===== src/hw/sli_consts.svh =====
`ifndef SLI_CONSTS_SVH
`define SLI_CONSTS_SVH

// register map, byte addresses
`define SLI_ADDR_W        8
`define SLI_OFS_CTRL      8'h00
`define SLI_OFS_STATUS    8'h04
`define SLI_CTRL_RST      8'h00

// control register fields
`define SLI_CB_USB_CFG    0
`define SLI_CB_FW_FAULT   1
`define SLI_CB_LOW_SUPPLY 2
`define SLI_CB_FW_UPDATE  3
`define SLI_CB_LIN_MODE   4
`define SLI_CB_RUN        5
`define SLI_CB_DEV_ERR    6

// status register fields
`define SLI_SB_LAMPS      0
`define SLI_SB_OVERRUN    6
`define SLI_SB_ERR_PASS   7
`define SLI_SB_RUN        8

// timing
`define SLI_CLK_MHZ       100
`define SLI_SLOW_HALF_MS  500
`define SLI_FAST_HALF_MS  100
`define SLI_FLASH_MS      20
`define SLI_MS_TO_CYC(ms) ((ms) * 1000 * `SLI_CLK_MHZ)
`define SLI_SLOW_HALF_CYC `SLI_MS_TO_CYC(`SLI_SLOW_HALF_MS)
`define SLI_FAST_HALF_CYC `SLI_MS_TO_CYC(`SLI_FAST_HALF_MS)
`define SLI_FLASH_CYC     `SLI_MS_TO_CYC(`SLI_FLASH_MS)

`endif


===== src/hw/sli_pkg.sv =====
package sli_pkg;

	// one lit colour at a time while the running pattern is shown
	typedef enum logic [1:0] {
		RUN_SUP_GREEN,
		RUN_SUP_YELLOW,
		RUN_TRF_YELLOW,
		RUN_TRF_RED
	} sli_run_t;

	typedef struct packed {
		logic [31:0] slow_cnt;
		logic [31:0] fast_cnt;
		logic        slow_ph;
		logic        fast_ph;
		logic [31:0] flash_y;
		logic [31:0] flash_r;
		logic        overrun;
		sli_run_t    run;
		logic [7:0]  ctrl;
		logic [5:0]  lamps;
		logic [31:0] rdata;
	} sli_state_t;

endpackage : sli_pkg


===== src/hw/sli_top.sv =====
// Decided for this implementation: the address-and-strobe port and the placing of the registers.
`timescale 1ns/100ps
`include "sli_consts.svh"

// Summary of operation
// off state drives neither colour
// flash: one short pulse per event; a new event restarts the pulse, so a burst merges
// slow blink, equal on and off
// fast blink, equal halves, faster rate
// slow waver alternates both colours
// fast waver alternates colours faster; no pattern here uses a fast waver, both wavers run on the slow phase
// running: one colour at a time, sequence
// supply green when configured and healthy
// unconfigured: supply slow yellow, traffic off
// faults: waver supply, waver or blink traffic
// idle channel keeps traffic off
// CAN message flashes traffic yellow
// error frame flash red, passive fast red
// overrun steady red until bus-off
// firmware update fast-blinks traffic yellow
// LIN activity flashes traffic yellow
// info green LIN mode, yellow reference
// device error lights all traffic red
// periods and flash width in cycles
module sli_top #(
	parameter int unsigned SLOW_HALF_CYC = `SLI_SLOW_HALF_CYC,
	parameter int unsigned FAST_HALF_CYC = `SLI_FAST_HALF_CYC,
	parameter int unsigned FLASH_CYC     = `SLI_FLASH_CYC
) (
	input  wire logic                   mclk,
	input  wire logic                   reset_n,
	input  wire logic [`SLI_ADDR_W-1:0] addr,
	input  wire logic [31:0]            wdata,
	input  wire logic                   wr_stb,
	input  wire logic                   rd_stb,
	output logic      [31:0]            rdata,
	input  wire logic                   can_msg,
	input  wire logic                   can_err_frame,
	input  wire logic                   can_err_passive,
	input  wire logic                   can_overrun,
	input  wire logic                   can_bus_off,
	input  wire logic                   lin_msg,
	input  wire logic                   lin_activity,
	input  wire logic                   lin_ref_present,
	output logic                        supply_lamp_green,
	output logic                        supply_lamp_yellow,
	output logic                        traffic_lamp_yellow,
	output logic                        traffic_lamp_red,
	output logic                        info_lamp_green,
	output logic                        info_lamp_yellow
);

	sli_pkg::sli_state_t st_q;
	sli_pkg::sli_state_t st_d;

	logic slow_tick;
	logic fast_tick;
	logic c_usb;
	logic c_fwf;
	logic c_low;
	logic c_upd;
	logic c_lin;
	logic c_run;
	logic c_err;
	logic sg;
	logic sy;
	logic ty;
	logic tr;

	function automatic logic [31:0] sat_dec(input logic [31:0] v);
		sat_dec = (v == 32'h0) ? 32'h0 : v - 32'h1;
	endfunction : sat_dec

	function automatic logic [31:0] wrap_inc(input logic [31:0] v, input logic [31:0] lim);
		wrap_inc = (v >= lim - 32'h1) ? 32'h0 : v + 32'h1;
	endfunction : wrap_inc

	always_comb begin
		st_d = st_q;
		c_usb = st_q.ctrl[`SLI_CB_USB_CFG];
		c_fwf = st_q.ctrl[`SLI_CB_FW_FAULT];
		c_low = st_q.ctrl[`SLI_CB_LOW_SUPPLY];
		c_upd = st_q.ctrl[`SLI_CB_FW_UPDATE];
		c_lin = st_q.ctrl[`SLI_CB_LIN_MODE];
		c_run = st_q.ctrl[`SLI_CB_RUN];
		c_err = st_q.ctrl[`SLI_CB_DEV_ERR];

		// phase dividers; each phase flips only at wrap, halves equal
		slow_tick = (st_q.slow_cnt >= SLOW_HALF_CYC - 32'h1);
		fast_tick = (st_q.fast_cnt >= FAST_HALF_CYC - 32'h1);
		st_d.slow_cnt = wrap_inc(st_q.slow_cnt, SLOW_HALF_CYC);
		st_d.fast_cnt = wrap_inc(st_q.fast_cnt, FAST_HALF_CYC);
		if (slow_tick) begin
			st_d.slow_ph = ~st_q.slow_ph;
		end
		if (fast_tick) begin
			// shared by the update blink and the error-passive red blink, so both keep one rate
			st_d.fast_ph = ~st_q.fast_ph;
		end

		// a new event restarts the pulse, so a burst merges into steady light
		if ((!c_lin && can_msg) || (c_lin && (lin_msg || lin_activity))) begin
			st_d.flash_y = FLASH_CYC;
		end else begin
			st_d.flash_y = sat_dec(st_q.flash_y);
		end
		if (!c_lin && can_err_frame) begin
			st_d.flash_r = FLASH_CYC;
		end else begin
			st_d.flash_r = sat_dec(st_q.flash_r);
		end

		// set wins over the bus-off clear
		if (can_overrun && !c_lin) begin
			st_d.overrun = 1'b1;
		end else if (can_bus_off) begin
			st_d.overrun = 1'b0;
		end

		if (!c_run) begin
			st_d.run = sli_pkg::RUN_SUP_GREEN;
		end else if (slow_tick) begin
			case (st_q.run)
				sli_pkg::RUN_SUP_GREEN: begin
					st_d.run = sli_pkg::RUN_SUP_YELLOW;
				end
				sli_pkg::RUN_SUP_YELLOW: begin
					st_d.run = sli_pkg::RUN_TRF_YELLOW;
				end
				sli_pkg::RUN_TRF_YELLOW: begin
					st_d.run = sli_pkg::RUN_TRF_RED;
				end
				sli_pkg::RUN_TRF_RED: begin
					st_d.run = sli_pkg::RUN_SUP_GREEN;
				end
				default: begin
					st_d.run = sli_pkg::RUN_SUP_GREEN;
				end
			endcase
		end

		// lamp decode, highest priority first
		sg = 1'b0;
		sy = 1'b0;
		ty = 1'b0;
		tr = 1'b0;
		if (c_run) begin
			sg = (st_q.run == sli_pkg::RUN_SUP_GREEN);
			sy = (st_q.run == sli_pkg::RUN_SUP_YELLOW);
			ty = (st_q.run == sli_pkg::RUN_TRF_YELLOW);
			tr = (st_q.run == sli_pkg::RUN_TRF_RED);
		end else if (c_low) begin
			sg = st_q.slow_ph;
			sy = ~st_q.slow_ph;
			ty = st_q.slow_ph;
		end else if (c_fwf) begin
			sg = st_q.slow_ph;
			sy = ~st_q.slow_ph;
			ty = st_q.slow_ph;
			tr = ~st_q.slow_ph;
		end else if (!c_usb) begin
			sy = st_q.slow_ph;
		end else begin
			sg = 1'b1;
			if (c_err) begin
				tr = 1'b1;
			end else if (c_upd) begin
				ty = st_q.fast_ph;
			end else if (c_lin) begin
				ty = (st_q.flash_y != 32'h0);
			end else if (st_q.overrun) begin
				tr = 1'b1;
			end else if (can_err_passive) begin
				tr = st_q.fast_ph;
			end else if (st_q.flash_r != 32'h0) begin
				tr = 1'b1;
			end else begin
				ty = (st_q.flash_y != 32'h0);
			end
		end
		st_d.lamps = {lin_ref_present, c_lin, tr, ty, sy, sg};

		// register port; unmapped reads return zero
		if (wr_stb && addr == `SLI_OFS_CTRL) begin
			st_d.ctrl = {1'b0, wdata[6:0]};
		end
		st_d.rdata = 32'h0;
		if (rd_stb) begin
			case (addr)
				`SLI_OFS_CTRL: begin
					st_d.rdata = {24'h0, st_q.ctrl};
				end
				`SLI_OFS_STATUS: begin
					st_d.rdata[`SLI_SB_LAMPS +: 6]  = st_q.lamps;
					st_d.rdata[`SLI_SB_OVERRUN]     = st_q.overrun;
					st_d.rdata[`SLI_SB_ERR_PASS]    = can_err_passive;
					st_d.rdata[`SLI_SB_RUN +: 2]    = st_q.run;
				end
				default: begin
					st_d.rdata = 32'h0;
				end
			endcase
		end
	end

	always_ff @(posedge mclk or negedge reset_n) begin
		if (!reset_n) begin
			st_q <= '{
				slow_cnt: 32'h0,
				fast_cnt: 32'h0,
				slow_ph:  1'b0,
				fast_ph:  1'b0,
				flash_y:  32'h0,
				flash_r:  32'h0,
				overrun:  1'b0,
				run:      sli_pkg::RUN_SUP_GREEN,
				ctrl:     `SLI_CTRL_RST,
				lamps:    6'h0,
				rdata:    32'h0
			};
		end else begin
			st_q <= st_d;
		end
	end

	assign rdata               = st_q.rdata;
	assign supply_lamp_green   = st_q.lamps[0];
	assign supply_lamp_yellow  = st_q.lamps[1];
	assign traffic_lamp_yellow = st_q.lamps[2];
	assign traffic_lamp_red    = st_q.lamps[3];
	assign info_lamp_green     = st_q.lamps[4];
	assign info_lamp_yellow    = st_q.lamps[5];

	// checks
	logic healthy;

	assign healthy = c_usb && !c_run && !c_low && !c_fwf;

	// retrigger conditions, mirrored so the pulse counters can be checked
	logic y_evt;
	logic r_evt;
	logic can_view;

	assign y_evt    = (!c_lin && can_msg) || (c_lin && (lin_msg || lin_activity));
	assign r_evt    = !c_lin && can_err_frame;
	assign can_view = healthy && !c_err && !c_upd && !c_lin;
endmodule : sli_top


===== config.mk =====
export PLATFORM = sky130hd
export DESIGN_NAME = sli_top
export DESIGN_NICKNAME = d
export VERILOG_FILES = /design/src/hw/sli_pkg.sv /design/src/hw/sli_top.sv
export VERILOG_INCLUDE_DIRS = /design/src /design/src/hw
export SDC_FILE = /design/constraint.sdc
export NUM_CORES = 1
export LEC_CHECK = 0
export BUFFER_PORTS_ARGS = -buffer_cell sky130_fd_sc_hd__buf_2
export CAP_MARGIN = 15
export CORE_MARGIN = 5
export CORE_UTILIZATION = 58
export DETAILED_ROUTE_END_ITERATION = 10
export PLACE_DENSITY = 0.9
export SLEW_MARGIN = 10
export SYNTH_ARGS = -nofsm -noshare
export SYNTH_HDL_FRONTEND = slang
export SYNTH_SLANG_ARGS = --single-unit

===== constraint.sdc =====
create_clock -name mclk -period 3.15 [get_ports mclk]
set_input_delay 0.63 -clock mclk [delete_from_list [all_inputs] [get_ports mclk]]
set_output_delay 0.63 -clock mclk [all_outputs]
set_load 0.01 [all_outputs]

==> flow_summary.yaml <==
sta:
  rsz0062_at_grt: "false"
  setup-violations-final: 0
  hold_violations: 0
  tightest_slew_ps: 941.1
  fin_crit_sh_pct: 79.68
  fmax_ghz: 0.3984
  timing.setup.tns_ps: 0
  worst_slack_ps: 640.2
  slew_violations: 0
  fin_worst_skew_ps: 7.858
  slew-limit-headroom_pct: 36.68
  post-route-min-period_ps: 2510
power:
  max-vdd-ir-drop_mv: 0.3419
  power_density_nw_per_um2: 557.6
  total_leakage_power_nw: 3.656
  total_power_mw: 4.701
worst_setup_path:
  critPathKind: "reg2reg"
  cp.required_ps: 3490
  rr_worst_depth: 5
  crit_arrival_ps: 2850
  crit_fanout: 9
  cp-start-kind: "register"
  r2r_slack_ps: 640
  worstSetupEndpointType: "register"
clock_network:
  cts_hold_buf: 0
  cts-resized-gates: 0
  worstSkewPairLatency_ps: 430
  clk_pin_slew_worst_paths_ps: 70
  cts.path.max_buffers: 2
  cts_buffers: 17
  root_buffer: "clkbuf_16"
  tritoncts: "yes"
  htree_levels: 4
  cts.sinks: 156
  cts_post_setup_buffers_inserted: 0
yosys:
  ys_seq_area_share_pct: 51.94
  synth_edf_count: 0
  syn_inst: 727
  synth_top_area_share_pct: 51.94
  yosysWarnings: 0
  synthArstFlopShare_pct: 100.0
  netlist_area_um2: 7516
  synth_area_per_cell_um2: 10.34
  synth.distinct_cells: 54
  synth_top_cell_by_area: "dfrtp_1"
  synthTopCellsByArea: "dfrtp_1, xnor2_1, nor2_1, xor2_1, buf_4"
  synth-seq-cells: 156
  synth_ff_type: "dfrtp_1"
cells_and_area:
  antenna_cells: 0
  num-nets-final: 843
  multiInputGateArea_um2: 3336
  mostFrequentLayoutCells: "dfrtp_1, nor2_1, xnor2_1, xor2_1, buf_2"
  area_delta_synth_final_pct: 12.17
  layout_commonest_cell: "dfrtp_1"
  drive_above_1_share_pct: 14.23
  regArea_um2: 3904
  fillerInstances: 940
placement:
  dpl.hpwl_um: 9846
  preCtsSetupSlack_ps: 718.8
  gp_congestion: 0.8479
  port_buffers: 42
drt:
  avgViaCountPerCell: 5.484
  dr_total_vias: 5298
  routedWlPerCell_um: 15.37
  firstDrtPassIters: 4
  drtAntennaViolNets: 0
  drt_iter0_markers: 300
  wl_um: 14850
  drc: 0
global_route:
  gr-total-overflow: 0
  grt_pass1_vias: 5102
  antenna_found_initial: 0
  grt_max_degree: 72
  grt_usage_pct: 20.68
  grt_pass1_wl_um: 24600
floorplanning:
  initial_utilization_pct: 59.32
  die_height_um: 123.8
  row_count: 41
  coreArea_um2: 12670
  fp.dieW_um: 123.8
  ioPinCount: 90
  die_area_um2: 15340
run_status:
  status: "finished clean"
flow_run:
  cap_violations: 0
hold_path:
  hold_path.class: "in2async"
-- metrics by stage --
stage	instances	util [%]	hold slack, ps	instance area (µm²)
after floorplan	762	-	334.4	7647
after global placement	934	61.75	469.1	7824
after detailed placement	934	61.75	480.8	7824
after CTS	966	66.54	231.6	8431
after global routing	966	66.54	274.0	8431
final	966	66.54	226.4	8431
-- area by class of cell --
cell class,instances,share of cell area [%]
sequential,156,46.30
multi-input combinational,540,39.57
clock buffer,19,5.254
timing repair buffer,52,3.755
tap,172,2.553
clock inverter,13,1.944
inverter,14,0.6233
-- final timing paths --
kind,from,end
max,st_q[75],traffic_lamp_yellow
min,reset_n,st_q[162]
max reg2reg,st_q[75],traffic_lamp_yellow
min reg2reg,st_q[81],st_q[81]
max in group asynchronous,reset_n,st_q[103]
min in group mclk,lin_ref_present,info_lamp_yellow
-- where the power goes --
group	internal (mW)	switching (mW)	leakage [nW]
clock network	1.27	0.828	0.294
logic	0.157	0.263	1.32
registers	2.09	0.0904	2.05
total	3.52	1.18	3.66
-- cell usage after synthesis, types with 4 or more instances --
cell	count
buf_4	32
nor4_1	25
nand3_1	34
mux2i_1	9
nand2_1	29
a21oi_1	7
nand3b_1	4
o21ai_0	20
xor2_1	41
and4_1	4
or4_4	5
or3_1	13
buf_6	5
nor2_1	129
dfrtp_1	156
xnor2_1	60
or4_1	10
ha_1	10
inv_1	14
or2_2	5
and3_1	15
nand4_1	9
mux2_2	8
clkbuf_1	11
nor3_1	33
-- metal layers --
metal / part of all wire, % / GRT usage [%] / up-vias / routed length [µm]
met5: 0 / 0 / - / 0
met4: 2.4 / 9.135 / 0 / 351
met3: 4.8 / 4.950 / 28 / 707
met2: 49 / 32.68 / 118 / 7328
met1: 44 / 27.28 / 2618 / 6462
li1: - / - / 2534 / -
-- cells by family after synthesis --
kind of cell / Yosys count / synth area share [%]
fa+ha+maj: 10 / 1.665
xor+xnor: 101 / 11.77
compound gates: 45 / 4.079
simple gates: 331 / 22.67
buf+inv: 66 / 5.427
other cells: 1 / 0.04989
flops: 156 / 51.94
mux: 17 / 2.397
-- critical path: stages (launching register included) --
cell,delay [ps]
dfrtp_1,410
or4_4,570
or4_4,480
nor4_4,560
a21boi_2,130
o31ai_2,270
-- sequential cells by signal, summed over array words and instances, names as in the netlist --
register,flops
c_run,1
c_err,1
traffic_lamp_yellow,1
st_q,133
c_low,1
info_lamp_yellow,1
c_upd,1
supply_lamp_yellow,1
rdata,10
c_usb,1
info_lamp_green,1
c_fwf,1
traffic_lamp_red,1
c_lin,1
supply_lamp_green,1
(Power assumes the default switching activity.)
